$ cat config.mk
export PLATFORM = sky130hd
export DESIGN_NAME = dcs_master
export DESIGN_NICKNAME = d
export VERILOG_FILES = /design/src/logic/dcs_pkg.sv /design/src/logic/dcs_fifo_if.sv /design/src/logic/dcs_fifo.sv /design/src/logic/dcs_master.sv
export SDC_FILE = /design/constraint.sdc
export NUM_CORES = 1
export LEC_CHECK = 0
export BUFFER_PORTS_ARGS = -buffer_cell sky130_fd_sc_hd__buf_2
export CAP_MARGIN = 10
export CORE_MARGIN = 8
export CORE_UTILIZATION = 69
export CTS_CLUSTER_DIAMETER = 30
export DETAILED_ROUTE_END_ITERATION = 6
export PLACE_DENSITY = 0.86
export SLEW_MARGIN = 15
export SYNTH_ARGS = -nofsm -noshare
export SYNTH_HDL_FRONTEND = slang
export SYNTH_SLANG_ARGS = --single-unit
$ cat constraint.sdc
create_clock -name clk_i -period 47.6 [get_ports clk_i]
set_input_delay 9.52 -clock clk_i [delete_from_list [all_inputs] [get_ports clk_i]]
set_output_delay 9.52 -clock clk_i [all_outputs]
set_load 0.1 [all_outputs]
$ cat src/logic/dcs_pkg.sv
// shared constants, types and crc function for the dual channel bus master
package dcs_pkg;

   localparam int         NCH           = 2;
   localparam int         DATA_W        = 16;
   localparam int         ENTRY_W       = 17;
   localparam int         FIFO_DEPTH    = 4;

   // register indices on the serial port
   localparam logic [2:0] REG_DATA_BASE = 3'h0;
   localparam logic [2:0] REG_STATUS    = 3'h4;
   localparam logic [2:0] REG_CTRL_BASE = 3'h5;
   localparam logic [2:0] REG_ENTRY_ERR = 3'h7;

   // channel control register fields
   localparam int         CTRL_MS       = 0;
   localparam int         CTRL_DIV      = 1;
   localparam int         CTRL_GAP      = 3;
   localparam int         CTRL_EN       = 7;
   localparam logic [7:0] CTRL_RESET    = 8'h00;

   // status register fields, one nibble per channel
   localparam int         ST_TFNF       = 0;
   localparam int         ST_RFNE       = 1;
   localparam int         ST_ER         = 2;
   localparam int         ST_OVF        = 3;
   localparam int         ST_STRIDE     = 4;

   // serial port
   localparam logic [2:0] SPI_LAST_BIT  = 3'h7;
   localparam logic [5:0] SYNC_RESET    = 6'h31;

   // framing
   localparam logic [3:0] CRC_INIT      = 4'ha;
   localparam logic [4:0] BITPTR_16     = 5'h13;
   localparam logic [4:0] BITPTR_8      = 5'h0b;
   localparam logic [5:0] GAP_MIN_BITS  = 6'h04;
   localparam logic [5:0] GAP_SAT       = 6'h3f;
   localparam logic [1:0] THIRD_LAST    = 2'h2;

   typedef enum logic [2:0] {ST_GAP, ST_DLY, ST_BITS, ST_RPUSH, ST_XPOP} dcs_eng_e;

   // crc over 8 or 16 data bits, msb first, x^4+1
   function automatic logic [3:0] dcs_crc4(input logic [15:0] d, input logic ms);
      logic [3:0] c;
      logic       fb;
      c  = CRC_INIT;
      fb = 1'b0;
      for (int i = 15; i >= 0; i--)
      begin
         if (ms || i < 8)
         begin
            fb = c[3] ^ d[i];
            c  = {c[2:0], fb};
         end
      end
      return c;
   endfunction : dcs_crc4

endpackage : dcs_pkg

$ cat src/logic/dcs_fifo_if.sv
// push and pop handshake bundle for one fifo
`timescale 1ns/1ps
interface dcs_fifo_if #(parameter int W = 16);
   logic         push_valid;
   logic         push_ready;
   logic [W-1:0] push_data;
   logic         pop_valid;
   logic         pop_ready;
   logic [W-1:0] pop_data;
   logic         clear;

   modport store (input push_valid, push_data, pop_ready, clear, output push_ready, pop_valid, pop_data);
   modport user  (output push_valid, push_data, pop_ready, clear, input push_ready, pop_valid, pop_data);
endinterface : dcs_fifo_if

$ cat src/logic/dcs_fifo.sv
// flip-flop fifo with valid and ready on both sides
`timescale 1ns/1ps
module dcs_fifo #(
   parameter int W = 16,
   parameter int D = 4
) (
   // clock and reset
   input wire logic  clk_i,
   input wire logic  rst_i,
   // fifo ports
   dcs_fifo_if.store f
);
   localparam int AW = (D > 1) ? $clog2(D) : 1;
   localparam int CW = $clog2(D + 1);

   logic [W-1:0]  mem_q [D];
   logic [AW-1:0] wr_q;
   logic [AW-1:0] rd_q;
   logic [CW-1:0] cnt_q;
   logic          push;
   logic          pop;

   // full ignores push, empty ignores pop
   assign f.push_ready = cnt_q != CW'(D);
   assign f.pop_valid  = cnt_q != '0;
   assign f.pop_data   = mem_q[rd_q];
   assign push         = f.push_valid && f.push_ready;
   assign pop          = f.pop_valid && f.pop_ready;

   function automatic logic [AW-1:0] wrap_inc(input logic [AW-1:0] p);
      return (p == AW'(D - 1)) ? '0 : AW'(p + 1'b1);
   endfunction : wrap_inc

   always_ff @(posedge clk_i or posedge rst_i)
   begin
      if (rst_i)
      begin
         wr_q  <= '0;
         rd_q  <= '0;
         cnt_q <= '0;
      end
      else if (f.clear)
      begin
         wr_q  <= '0;
         rd_q  <= '0;
         cnt_q <= '0;
      end
      else
      begin
         if (push)
            wr_q <= wrap_inc(wr_q);
         if (pop)
            rd_q <= wrap_inc(rd_q);
         if (push && !pop)
            cnt_q <= CW'(cnt_q + 1'b1);
         else if (pop && !push)
            cnt_q <= CW'(cnt_q - 1'b1);
      end
   end

   always_ff @(posedge clk_i or posedge rst_i)
   begin
      if (rst_i)
      begin
         for (int i = 0; i < D; i++)
            mem_q[i] <= '0;
      end
      else if (push && !f.clear)
         mem_q[wr_q] <= f.push_data;
   end

endmodule : dcs_fifo

$ cat src/logic/dcs_master.sv
// two channel sensor bus master with serial register port
// Contract
// - host is mode zero master; device acts as mode zero slave.
// - chip select high releases data output; select, data, clock are inputs.
// - first byte is command: bit 7 write, low three bits set pointer.
// - command byte returns previously pointed register; zeros after reset.
// - pointer increments after each data byte, wrapping seven to zero.
// - read byte returns value sampled at prior transfer end; input ignored.
// - write bits land on rising clock; low byte complete pushes transmit fifo.
// - chip select fall latches receive heads and status for the burst.
// - writes to a full transmit buffer are ignored.
// - reads never show same-transfer writes; status stays as latched.
// - messages of 8 or 16 bits plus four crc bits.
// - frame falls first; msb starts one bit time later.
// - bit falls; low one third for 1, two thirds for 0.
// - return input sampled at end of each bit time.
// - frame returns high at end of last crc bit.
// - gap of 4, 8, 16 or 32 bit times between frames.
// - data sent msb first; received bits go to next free entry.
// - word arriving at full receive fifo sets overflow and is dropped.
// - entries carry crc error bit; not-empty set after stable push.
// - crc init 1010, polynomial x^4+1, sent after data lsb.
// - crc mismatch sets error flag on push; good word clears it.
// - control write in burst aborts transfer and empties both fifos.
// - transmit fifo holds four entries; pushes when full are ignored.
// - bit time is master clock divided by 3, 6, 12 or 24.
`timescale 1ns/1ps
module dcs_master
   import dcs_pkg::*;
(
   // clock and reset
   input  wire logic                  clk_i,
   input  wire logic                  rst_i,
   // host serial port
   input  wire logic                  spi_clk_i,
   input  wire logic                  spi_cs_n_i,
   input  wire logic                  serial_in_pin_i,
   output logic                       spi_do_o,
   output logic                       spi_do_oe_o,
   // master clock for bit timing
   input  wire logic                  mclk_i,
   // physical layer channels
   output logic [dcs_pkg::NCH-1:0]    frame_output_o,
   output logic [dcs_pkg::NCH-1:0]    signal_output_o,
   input  wire logic [dcs_pkg::NCH-1:0] return_input_i
);
   import dcs_pkg::*;

   // input synchronisers
   logic [5:0]        raw;
   logic [5:0]        s1_q;
   logic [5:0]        s2_q;
   logic [5:0]        s3_q;
   logic [5:0]        flt_q;
   logic [5:0]        prev_q;
   logic              cs_act;
   logic              cs_fall;
   logic              sclk_rise;
   logic              sclk_fall;
   logic              di;
   logic              mtick;

   // serial port state
   logic [2:0]        ptr_q;
   logic [2:0]        next_ptr;
   logic [2:0]        bitcnt_q;
   logic              cmd_q;
   logic              wr_q;
   logic              first_q;
   logic [7:0]        ib_q;
   logic [7:0]        sh_q;
   logic              byte_end;
   logic [7:0]        hi_q   [NCH];
   logic [7:0]        lo_q   [NCH];
   logic [7:0]        ctrl_q [NCH];
   logic [7:0]        snap_st_q;
   logic [ENTRY_W-1:0] snap_w_q [NCH];
   logic [NCH-1:0]    push_pend_q;
   logic [NCH-1:0]    pop_pend_q;
   logic [NCH-1:0]    abort_q;

   // per channel status and fifo heads
   logic [7:0]        status_live;
   logic [ENTRY_W-1:0] rx_head [NCH];
   logic [NCH-1:0]    tfnf;
   logic [NCH-1:0]    rfne;
   logic [NCH-1:0]    er;
   logic [NCH-1:0]    ovf;

   assign raw = {return_input_i, mclk_i, serial_in_pin_i, spi_clk_i, spi_cs_n_i};

   // three flops; change counts once second and third agree
   always_ff @(posedge clk_i or posedge rst_i)
   begin
      if (rst_i)
      begin
         s1_q   <= SYNC_RESET;
         s2_q   <= SYNC_RESET;
         s3_q   <= SYNC_RESET;
         flt_q  <= SYNC_RESET;
         prev_q <= SYNC_RESET;
      end
      else
      begin
         s1_q   <= raw;
         s2_q   <= s1_q;
         s3_q   <= s2_q;
         flt_q  <= (s2_q & ~(s2_q ^ s3_q)) | (flt_q & (s2_q ^ s3_q));
         prev_q <= flt_q;
      end
   end

   assign cs_act    = ~flt_q[0];
   assign cs_fall   = prev_q[0] & ~flt_q[0];
   assign sclk_rise = cs_act & ~prev_q[1] & flt_q[1];
   assign sclk_fall = cs_act & prev_q[1] & ~flt_q[1];
   assign di        = flt_q[2];
   assign mtick     = ~prev_q[3] & flt_q[3];
   assign byte_end  = sclk_rise && bitcnt_q == '0;
   assign next_ptr  = cmd_q ? {ib_q[1:0], di} : 3'(ptr_q + 1'b1);

   // read mux over latched or live sources
   function automatic logic [7:0] rd_byte(input logic [2:0] idx, input logic [7:0] st,
                                          input logic [ENTRY_W-1:0] w0, input logic [ENTRY_W-1:0] w1,
                                          input logic [7:0] c0, input logic [7:0] c1);
      logic [7:0] r;
      r = 8'h00;
      case (idx)
         REG_DATA_BASE:            r = w0[15:8];
         3'(REG_DATA_BASE + 3'h1): r = w0[7:0];
         3'(REG_DATA_BASE + 3'h2): r = w1[15:8];
         3'(REG_DATA_BASE + 3'h3): r = w1[7:0];
         REG_STATUS:               r = st;
         REG_CTRL_BASE:            r = c0;
         3'(REG_CTRL_BASE + 3'h1): r = c1;
         REG_ENTRY_ERR:            r = {6'h00, w1[ENTRY_W-1], w0[ENTRY_W-1]};
         default:                  r = 8'h00;
      endcase
      return r;
   endfunction : rd_byte

   // bit counter and command capture
   always_ff @(posedge clk_i or posedge rst_i)
   begin
      if (rst_i)
      begin
         bitcnt_q <= SPI_LAST_BIT;
         cmd_q    <= 1'b1;
         wr_q     <= 1'b0;
         ib_q     <= 8'h00;
      end
      else if (!cs_act)
      begin
         bitcnt_q <= SPI_LAST_BIT;
         cmd_q    <= 1'b1;
         wr_q     <= 1'b0;
      end
      else if (sclk_rise)
      begin
         ib_q     <= {ib_q[6:0], di};
         bitcnt_q <= 3'(bitcnt_q - 1'b1);
         if (bitcnt_q == '0)
         begin
            cmd_q <= 1'b0;
            if (cmd_q)
               wr_q <= ib_q[6];
         end
      end
   end

   // register pointer
   always_ff @(posedge clk_i or posedge rst_i)
   begin
      if (rst_i)
         ptr_q <= REG_DATA_BASE;
      else if (byte_end)
         ptr_q <= next_ptr;
   end

   always_ff @(posedge clk_i or posedge rst_i)
   begin
      if (rst_i)
         first_q <= 1'b1;
      else if (byte_end)
         first_q <= 1'b0;
   end

   // output shifter; byte loaded ahead, writes never seen in same byte
   always_ff @(posedge clk_i or posedge rst_i)
   begin
      if (rst_i)
         sh_q <= 8'h00;
      else if (cs_fall)
         sh_q <= first_q ? 8'h00 : rd_byte(ptr_q, status_live, rx_head[0], rx_head[1],
                                           ctrl_q[0], ctrl_q[1]);
      else if (byte_end)
         sh_q <= rd_byte(next_ptr, snap_st_q, snap_w_q[0], snap_w_q[1],
                         ctrl_q[0], ctrl_q[1]);
      else if (sclk_fall && bitcnt_q != SPI_LAST_BIT)
         sh_q <= {sh_q[6:0], 1'b0};
   end

   assign spi_do_o    = sh_q[7];
   assign spi_do_oe_o = cs_act;

   // coherent snapshot at select fall
   always_ff @(posedge clk_i or posedge rst_i)
   begin
      if (rst_i)
      begin
         snap_st_q <= 8'h00;
         for (int c = 0; c < NCH; c++)
            snap_w_q[c] <= '0;
      end
      else if (cs_fall)
      begin
         snap_st_q <= status_live;
         for (int c = 0; c < NCH; c++)
            snap_w_q[c] <= rx_head[c];
      end
   end

   // bitwise register writes
   always_ff @(posedge clk_i or posedge rst_i)
   begin
      if (rst_i)
      begin
         for (int c = 0; c < NCH; c++)
         begin
            hi_q[c]   <= 8'h00;
            lo_q[c]   <= 8'h00;
            ctrl_q[c] <= CTRL_RESET;
         end
      end
      else if (sclk_rise && !cmd_q && wr_q)
      begin
         for (int c = 0; c < NCH; c++)
         begin
            if (ptr_q == 3'(REG_DATA_BASE + 3'(2 * c)))
               hi_q[c][bitcnt_q] <= di;
            if (ptr_q == 3'(REG_DATA_BASE + 3'(2 * c + 1)))
               lo_q[c][bitcnt_q] <= di;
            if (ptr_q == 3'(REG_CTRL_BASE + 3'(c)))
               ctrl_q[c][bitcnt_q] <= di;
         end
      end
   end

   // byte-end events: push, pop, abort
   always_ff @(posedge clk_i or posedge rst_i)
   begin
      if (rst_i)
      begin
         push_pend_q <= '0;
         pop_pend_q  <= '0;
         abort_q     <= '0;
      end
      else
      begin
         for (int c = 0; c < NCH; c++)
         begin
            push_pend_q[c] <= byte_end && !cmd_q && wr_q
                              && ptr_q == 3'(REG_DATA_BASE + 3'(2 * c + 1));
            pop_pend_q[c]  <= byte_end && !cmd_q && ptr_q == 3'(REG_DATA_BASE + 3'(2 * c + 1));
            abort_q[c]     <= byte_end && !cmd_q && wr_q
                              && ptr_q == 3'(REG_CTRL_BASE + 3'(c));
         end
      end
   end

   always_comb
   begin
      status_live = 8'h00;
      for (int c = 0; c < NCH; c++)
      begin
         status_live[c * ST_STRIDE + ST_TFNF] = tfnf[c];
         status_live[c * ST_STRIDE + ST_RFNE] = rfne[c];
         status_live[c * ST_STRIDE + ST_ER]   = er[c];
         status_live[c * ST_STRIDE + ST_OVF]  = ovf[c];
      end
   end

   // independent channel engines
   for (genvar c = 0; c < NCH; c++)
   begin : g_ch
      dcs_fifo_if #(.W(DATA_W))  tx_if ();
      dcs_fifo_if #(.W(ENTRY_W)) rx_if ();

      dcs_eng_e    state_q;
      logic [2:0]  sub_q;
      logic [1:0]  third_q;
      logic [4:0]  bitptr_q;
      logic [19:0] txsh_q;
      logic [19:0] rxsh_q;
      logic [5:0]  gap_q;
      logic        frame_q;
      logic        sig_q;
      logic        er_q;
      logic        ovf_q;
      logic        ms;
      logic        en;
      logic        kill;
      logic [2:0]  sub_last;
      logic [5:0]  gap_len;
      logic        third_tick;
      logic        bit_tick;
      logic        start;
      logic        last_bit;
      logic [15:0] rx_dat;
      logic        bad;

      assign ms         = ctrl_q[c][CTRL_MS];
      assign en         = ctrl_q[c][CTRL_EN];
      assign kill       = abort_q[c] | ~en;
      assign sub_last   = 3'((4'h1 << ctrl_q[c][CTRL_DIV +: 2]) - 4'h1);
      assign gap_len    = 6'(GAP_MIN_BITS << ctrl_q[c][CTRL_GAP +: 2]);
      assign third_tick = mtick && sub_q == sub_last;
      assign bit_tick   = third_tick && third_q == THIRD_LAST;
      assign start      = mtick && state_q == ST_GAP && en && tx_if.pop_valid && gap_q >= gap_len;
      assign last_bit   = state_q == ST_BITS && bit_tick && bitptr_q == '0;
      assign rx_dat     = ms ? rxsh_q[19:4] : {8'h00, rxsh_q[11:4]};
      assign bad        = rxsh_q[3:0] != dcs_crc4(rx_dat, ms);

      dcs_fifo #(.W(DATA_W), .D(FIFO_DEPTH)) u_tx (
         .clk_i (clk_i),
         .rst_i (rst_i),
         .f     (tx_if)
      );
      dcs_fifo #(.W(ENTRY_W), .D(FIFO_DEPTH)) u_rx (
         .clk_i (clk_i),
         .rst_i (rst_i),
         .f     (rx_if)
      );

      assign tx_if.push_valid = push_pend_q[c];
      assign tx_if.push_data  = {hi_q[c], lo_q[c]};
      assign tx_if.pop_ready  = state_q == ST_XPOP;
      assign tx_if.clear      = kill;
      assign rx_if.push_valid = state_q == ST_RPUSH;
      assign rx_if.push_data  = {bad, rx_dat};
      assign rx_if.pop_ready  = pop_pend_q[c];
      assign rx_if.clear      = kill;

      assign rx_head[c] = rx_if.pop_valid ? rx_if.pop_data : '0;
      assign tfnf[c]    = tx_if.push_ready;
      assign rfne[c]    = rx_if.pop_valid;
      assign er[c]      = er_q;
      assign ovf[c]     = ovf_q;

      // thirds of a bit time from master clock ticks
      always_ff @(posedge clk_i or posedge rst_i)
      begin
         if (rst_i)
         begin
            sub_q   <= '0;
            third_q <= '0;
         end
         else if (start)
         begin
            sub_q   <= '0;
            third_q <= '0;
         end
         else if (mtick)
         begin
            if (sub_q == sub_last)
            begin
               sub_q   <= '0;
               third_q <= (third_q == THIRD_LAST) ? 2'h0 : 2'(third_q + 1'b1);
            end
            else
               sub_q <= 3'(sub_q + 1'b1);
         end
      end

      // inter-frame gap counter
      always_ff @(posedge clk_i or posedge rst_i)
      begin
         if (rst_i)
            gap_q <= GAP_SAT;
         else if (last_bit)
            gap_q <= '0;
         else if (bit_tick && gap_q != GAP_SAT)
            gap_q <= 6'(gap_q + 1'b1);
      end

      // frame sequencer
      always_ff @(posedge clk_i or posedge rst_i)
      begin
         if (rst_i)
         begin
            state_q  <= ST_GAP;
            bitptr_q <= '0;
            txsh_q   <= '0;
            rxsh_q   <= '0;
         end
         else if (kill)
            state_q <= ST_GAP;
         else
         begin
            unique case (state_q)
               ST_GAP:
                  if (start)
                     state_q <= ST_DLY;
               ST_DLY:
                  if (bit_tick)
                  begin
                     state_q  <= ST_BITS;
                     bitptr_q <= ms ? BITPTR_16 : BITPTR_8;
                     rxsh_q   <= '0;
                     txsh_q   <= ms ? {tx_if.pop_data, dcs_crc4(tx_if.pop_data, 1'b1)}
                                    : {tx_if.pop_data[7:0], dcs_crc4(tx_if.pop_data, 1'b0), 8'h00};
                  end
               ST_BITS:
                  if (bit_tick)
                  begin
                     rxsh_q <= {rxsh_q[18:0], flt_q[4 + c]};
                     txsh_q <= {txsh_q[18:0], 1'b0};
                     if (bitptr_q == '0)
                        state_q <= ST_RPUSH;
                     else
                        bitptr_q <= 5'(bitptr_q - 1'b1);
                  end
               ST_RPUSH:
                  state_q <= ST_XPOP;
               ST_XPOP:
                  state_q <= ST_GAP;
            endcase
         end
      end

      // error and overflow flags
      always_ff @(posedge clk_i or posedge rst_i)
      begin
         if (rst_i)
         begin
            er_q  <= 1'b0;
            ovf_q <= 1'b0;
         end
         else if (state_q == ST_RPUSH && !kill)
         begin
            if (rx_if.push_ready)
               er_q <= bad;
            else
               ovf_q <= 1'b1;
         end
         else if (abort_q[c])
            ovf_q <= 1'b0;
      end

      // pin drivers
      always_ff @(posedge clk_i or posedge rst_i)
      begin
         if (rst_i)
         begin
            frame_q <= 1'b1;
            sig_q   <= 1'b1;
         end
         else
         begin
            frame_q <= !(state_q == ST_DLY || state_q == ST_BITS) || kill;
            if (state_q == ST_BITS && !kill)
               sig_q <= (third_q == 2'h0) ? 1'b0 : (third_q == 2'h1) ? txsh_q[19] : 1'b1;
            else
               sig_q <= 1'b1;
         end
      end

      assign frame_output_o[c]  = frame_q;
      assign signal_output_o[c] = sig_q;
   end

endmodule : dcs_master

==> metrics.md <==
| Metric | Value |
|---|---|
| RSZ-0062 raised after global routing | `no` |
| Layout Nets | `2418` |
| Req. time, crit path | `48250 ps` |
| Max Cap Viol | `0` |
| Critical-path top delay cell | `buf_4` |
| Status | `completed` |
| Worst Path Class, Setup | `in -> async` |
| DR iter-0 viols | `2192` |
| Area contributors post-synth | `dfrtp_1 (50%), mux2_2 (11%), mux4_2 (5.4%)` |
| DRC | `0` |
| Multiplexer area fraction after synthesis | `17.5%` |
| Die H | `212 um` |
| Routed via count | `19.5k` |
| Initial antenna violation count | `0` |
| IO Pins | `14` |
| GRT Residual Overflow | `0` |
| # setup viols final | `0` |
| Gpl congestion | `0.889` |
| Mapped Cells | `2346` |
| Final Hold Fails | `0` |
| # diodes | `0` |
| Top-count cell post-synth | `dfrtp_1` |
| Critical path's largest stage delay | `890 ps` |
| Crit. Startpoint | `rst_i` |
| Rel. slew slack | `19.7%` |
| Area grow syn2layout | `15.2%` |
| Post-Synth Simple-Gate Area | `11.4%` |
| Worst VDD drop | `47.8 uV` |
| Mapped Area | `26600 um2` |
| Resize count post-CTS | `0` |
| Final min period | `12960 ps` |
| Fill cells | `2042` |
| Pre-Repair DR Iteration Count | `7` |
| Final core utilization | `79.9%` |
| Clk sinks | `565` |
| I/O Buffers | `13` |
| Starting Density | `69.3%` |
| Synth Area in Compound Gates | `9.89%` |
| Clk slew on worst S/H paths | `50 ps` |
| Total setup buffers inserted after CTS | `0` |
| Power Density | `43.6 nW/um2` |
| Largest family of logic cells by synthesized area | `multiplexers` |
| Hold_sp | `s1_q[5]` |
| Main flop type after synthesis | `dfrtp_1` |
| Most used cell, CP | `buf_4` |
| Delay-heaviest family, CP | `buffers and inverters` |
| Fraction of registers with async set or reset after synthesis | `100%` |
| ANT nets after route | `0` |
| XOR/XNOR Fraction of Synth Area | `2.47%` |
| Reg-to-Reg Start | `ptr_q[2]` |
| Clock tree buffer depth | `3` |
| Post-synthesis cell type count | `71` |
| # rows | `72` |
| Core area | `38400 um2` |
| Worst-path maximum fanout | `137` |
| Die footprint | `45100 um2` |
| Worst-Margin Slew | `1200 ps` |
| Static Leak | `14.0 nW` |
| CP startpoint kind | `primary input` |
| Yosys top cell area share | `49.9%` |
| Post-CTS Hold Fix Bufs | `0` |
| Synth top cells by count | `dfrtp_1 (531), nand2_1 (340), mux2_2 (260)` |
| Syn nets | `2403` |
| Clock Tree Root | `clkbuf_16` |
| Synth Area in Adders | `2.64%` |
| Highest Clock Rate | `0.0772 GHz` |
| Largest net degree at the start of global routing | `138` |
| Cts bufs inserted | `106` |
| Ys Warns | `0` |
| Seq/Total Area, Yosys | `53.3%` |
| Vias per cell | `6.58` |
| Max-slew violations | `0` |
| Worst min-delay path category | `reg -> reg` |
| Final period util | `27.2%` |
| Seq cells post-synth | `565` |
| Worst Skew | `32.0 ps` |
| DIE WIDTH | `212 um` |
| CP endpoint kind | `asynchronous set/reset pin` |
| First-pass GRT wire length | `112 mm` |
| CP Buf/Inv Count | `6` |
| Drt total wl | `69.1 mm` |
| DP Wirelength | `40.7 mm` |
| GR Util All Layers | `31.3%` |
| Number of flops mapped to enable cells by yosys | `0` |
| Worst path cell trace | `buf_2 -> inv_8 -> buf_4 -> buf_4 -> buf_4 -> buf_4` |
| Worst EP arrival | `13610 ps` |
| Routed wire per std cell | `23.3 um` |
| CTS H-tree lvls | `3` |
| Top cell type by total area after synthesis | `dfrtp_1` |
| CTS tree | `built` |
| Setup tns final | `0 ps` |
| Number of global-route vias before repair | `20.7k` |
| Layout cells sized above 1 | `25.1%` |
| Post-Syn Area per Cell | `11.3 um2` |
| Clock latency on the worst-skew pair | `640 ps` |
==> layout make-up <==
cell class	count	area, um2	area share, %
clock buffers	139	3030	9.88
clock inverters	59	652	2.13
repair buffers	38	269	0.878
inverters	44	173	0.563
well taps	518	648	2.11
flip-flops and latches	565	14200	46.3
multi-input cells	1606	11700	38.2
==> cells in the final DEF (no fill, tap or decap), types with 20 or more instances in the layout <==
| master | synthesis | layout |
|---|---|---|
| a21oi_1 | 83 | 83 |
| a22o_1 | 25 | 25 |
| buf_4 | 12 | 23 |
| clkbuf_16 | 0 | 108 |
| clkbuf_8 | 0 | 21 |
| dfrtp_1 | 531 | 529 |
| dfstp_2 | 34 | 34 |
| ha_1 | 45 | 45 |
| inv_1 | 44 | 43 |
| mux2_2 | 260 | 260 |
| mux2i_1 | 30 | 30 |
| mux4_2 | 64 | 64 |
| nand2_1 | 340 | 339 |
| nand2b_1 | 20 | 20 |
| nand3_1 | 44 | 44 |
| nor2_1 | 147 | 146 |
| nor3_1 | 29 | 29 |
| o21ai_0 | 209 | 209 |
| xnor2_1 | 56 | 56 |
==> layer usage <==
metal	track usage [%]	share of wire, %	vias to the layer above
met3	5.81	7.5	259
li1	-	-	8361
met2	52.4	50	976
met5	0	0	-
met4	15.0	4.6	0
met1	39.2	38	9943
==> metrics by stage <==
stage / worst slack [ps] / hold slack [ps] / instance area (um2) / total power, mW / std cells
floorplan: 22330 / 331 / 26600 / 0.555 / 2346
global placement: 33950 / 335 / 26900 / 0.572 / 2770
detailed placement: 33810 / 347 / 26900 / 0.576 / 2770
CTS: 34440 / 351 / 30600 / 1.34 / 2968
global route: 33890 / 357 / 30700 / 1.37 / 2969
finish: 34640 / 355 / 30700 / 1.34 / 2969
==> sequential cells by signal (all words and copies together) (netlist names), 6 cells and up, named ones only <==
| register | flops |
|---|---|
| ctrl_q | 16 |
| g_ch.bitptr_q | 10 |
| g_ch.gap_q | 12 |
| g_ch.rxsh_q | 40 |
| g_ch.state_q | 6 |
| g_ch.sub_q | 6 |
| g_ch.tx_if.push_data | 32 |
| g_ch.txsh_q | 40 |
| g_ch.u_rx.cnt_q | 6 |
| g_ch.u_rx.mem_q | 136 |
| g_ch.u_tx.cnt_q | 6 |
| g_ch.u_tx.mem_q | 128 |
| ib_q | 7 |
| s1_q | 6 |
| s2_q | 6 |
| s3_q | 6 |
| sh_q | 8 |
| snap_st_q | 8 |
| snap_w_q | 34 |
==> cell families after synthesis <==
logic type               after synthesis
buffers and inverters                175
flip-flops                           565
AO/OA/AOI/OAI                        437
XOR/XNOR                              75
AND/OR/NAND/NOR                      685
multiplexers                         354
adder cells (fa/ha/maj)               55
==> worst paths after layout <==
| check | slack [ps] | depth (start not counted) | end |
|---|---|---|---|
| worst max-delay path | 34640 | 6 | g_ch[0].u_rx.cnt_q[1] |
| worst min-delay path | 350 | 0 | s2_q[5] |
| worst max register to register | 43860 | 8 | sh_q[7] |
| worst min register to register | 350 | 0 | s2_q[5] |
| max in group clk_i | 36290 | 2 | spi_do_oe_o |
| min in group asynchronous | 9060 | 2 | g_ch[1].u_tx.mem_q[30] |
==> power by group <==
part           total (mW)  internal, mW  switching, mW
Clock               0.765         0.499          0.266
Combinational      0.0678        0.0190         0.0488
Sequential          0.504         0.494         0.0101
==> worst reg2reg max path: stages, from the launching register on <==
cell       delay, ps
dfrtp_1          710
inv_1            430
ha_1             580
nor4_1           450
and2_1           550
a311oi_1         120
o311a_1          190
a2111oi_0        460
or3_1            170
(Power assumes the default switching activity.)
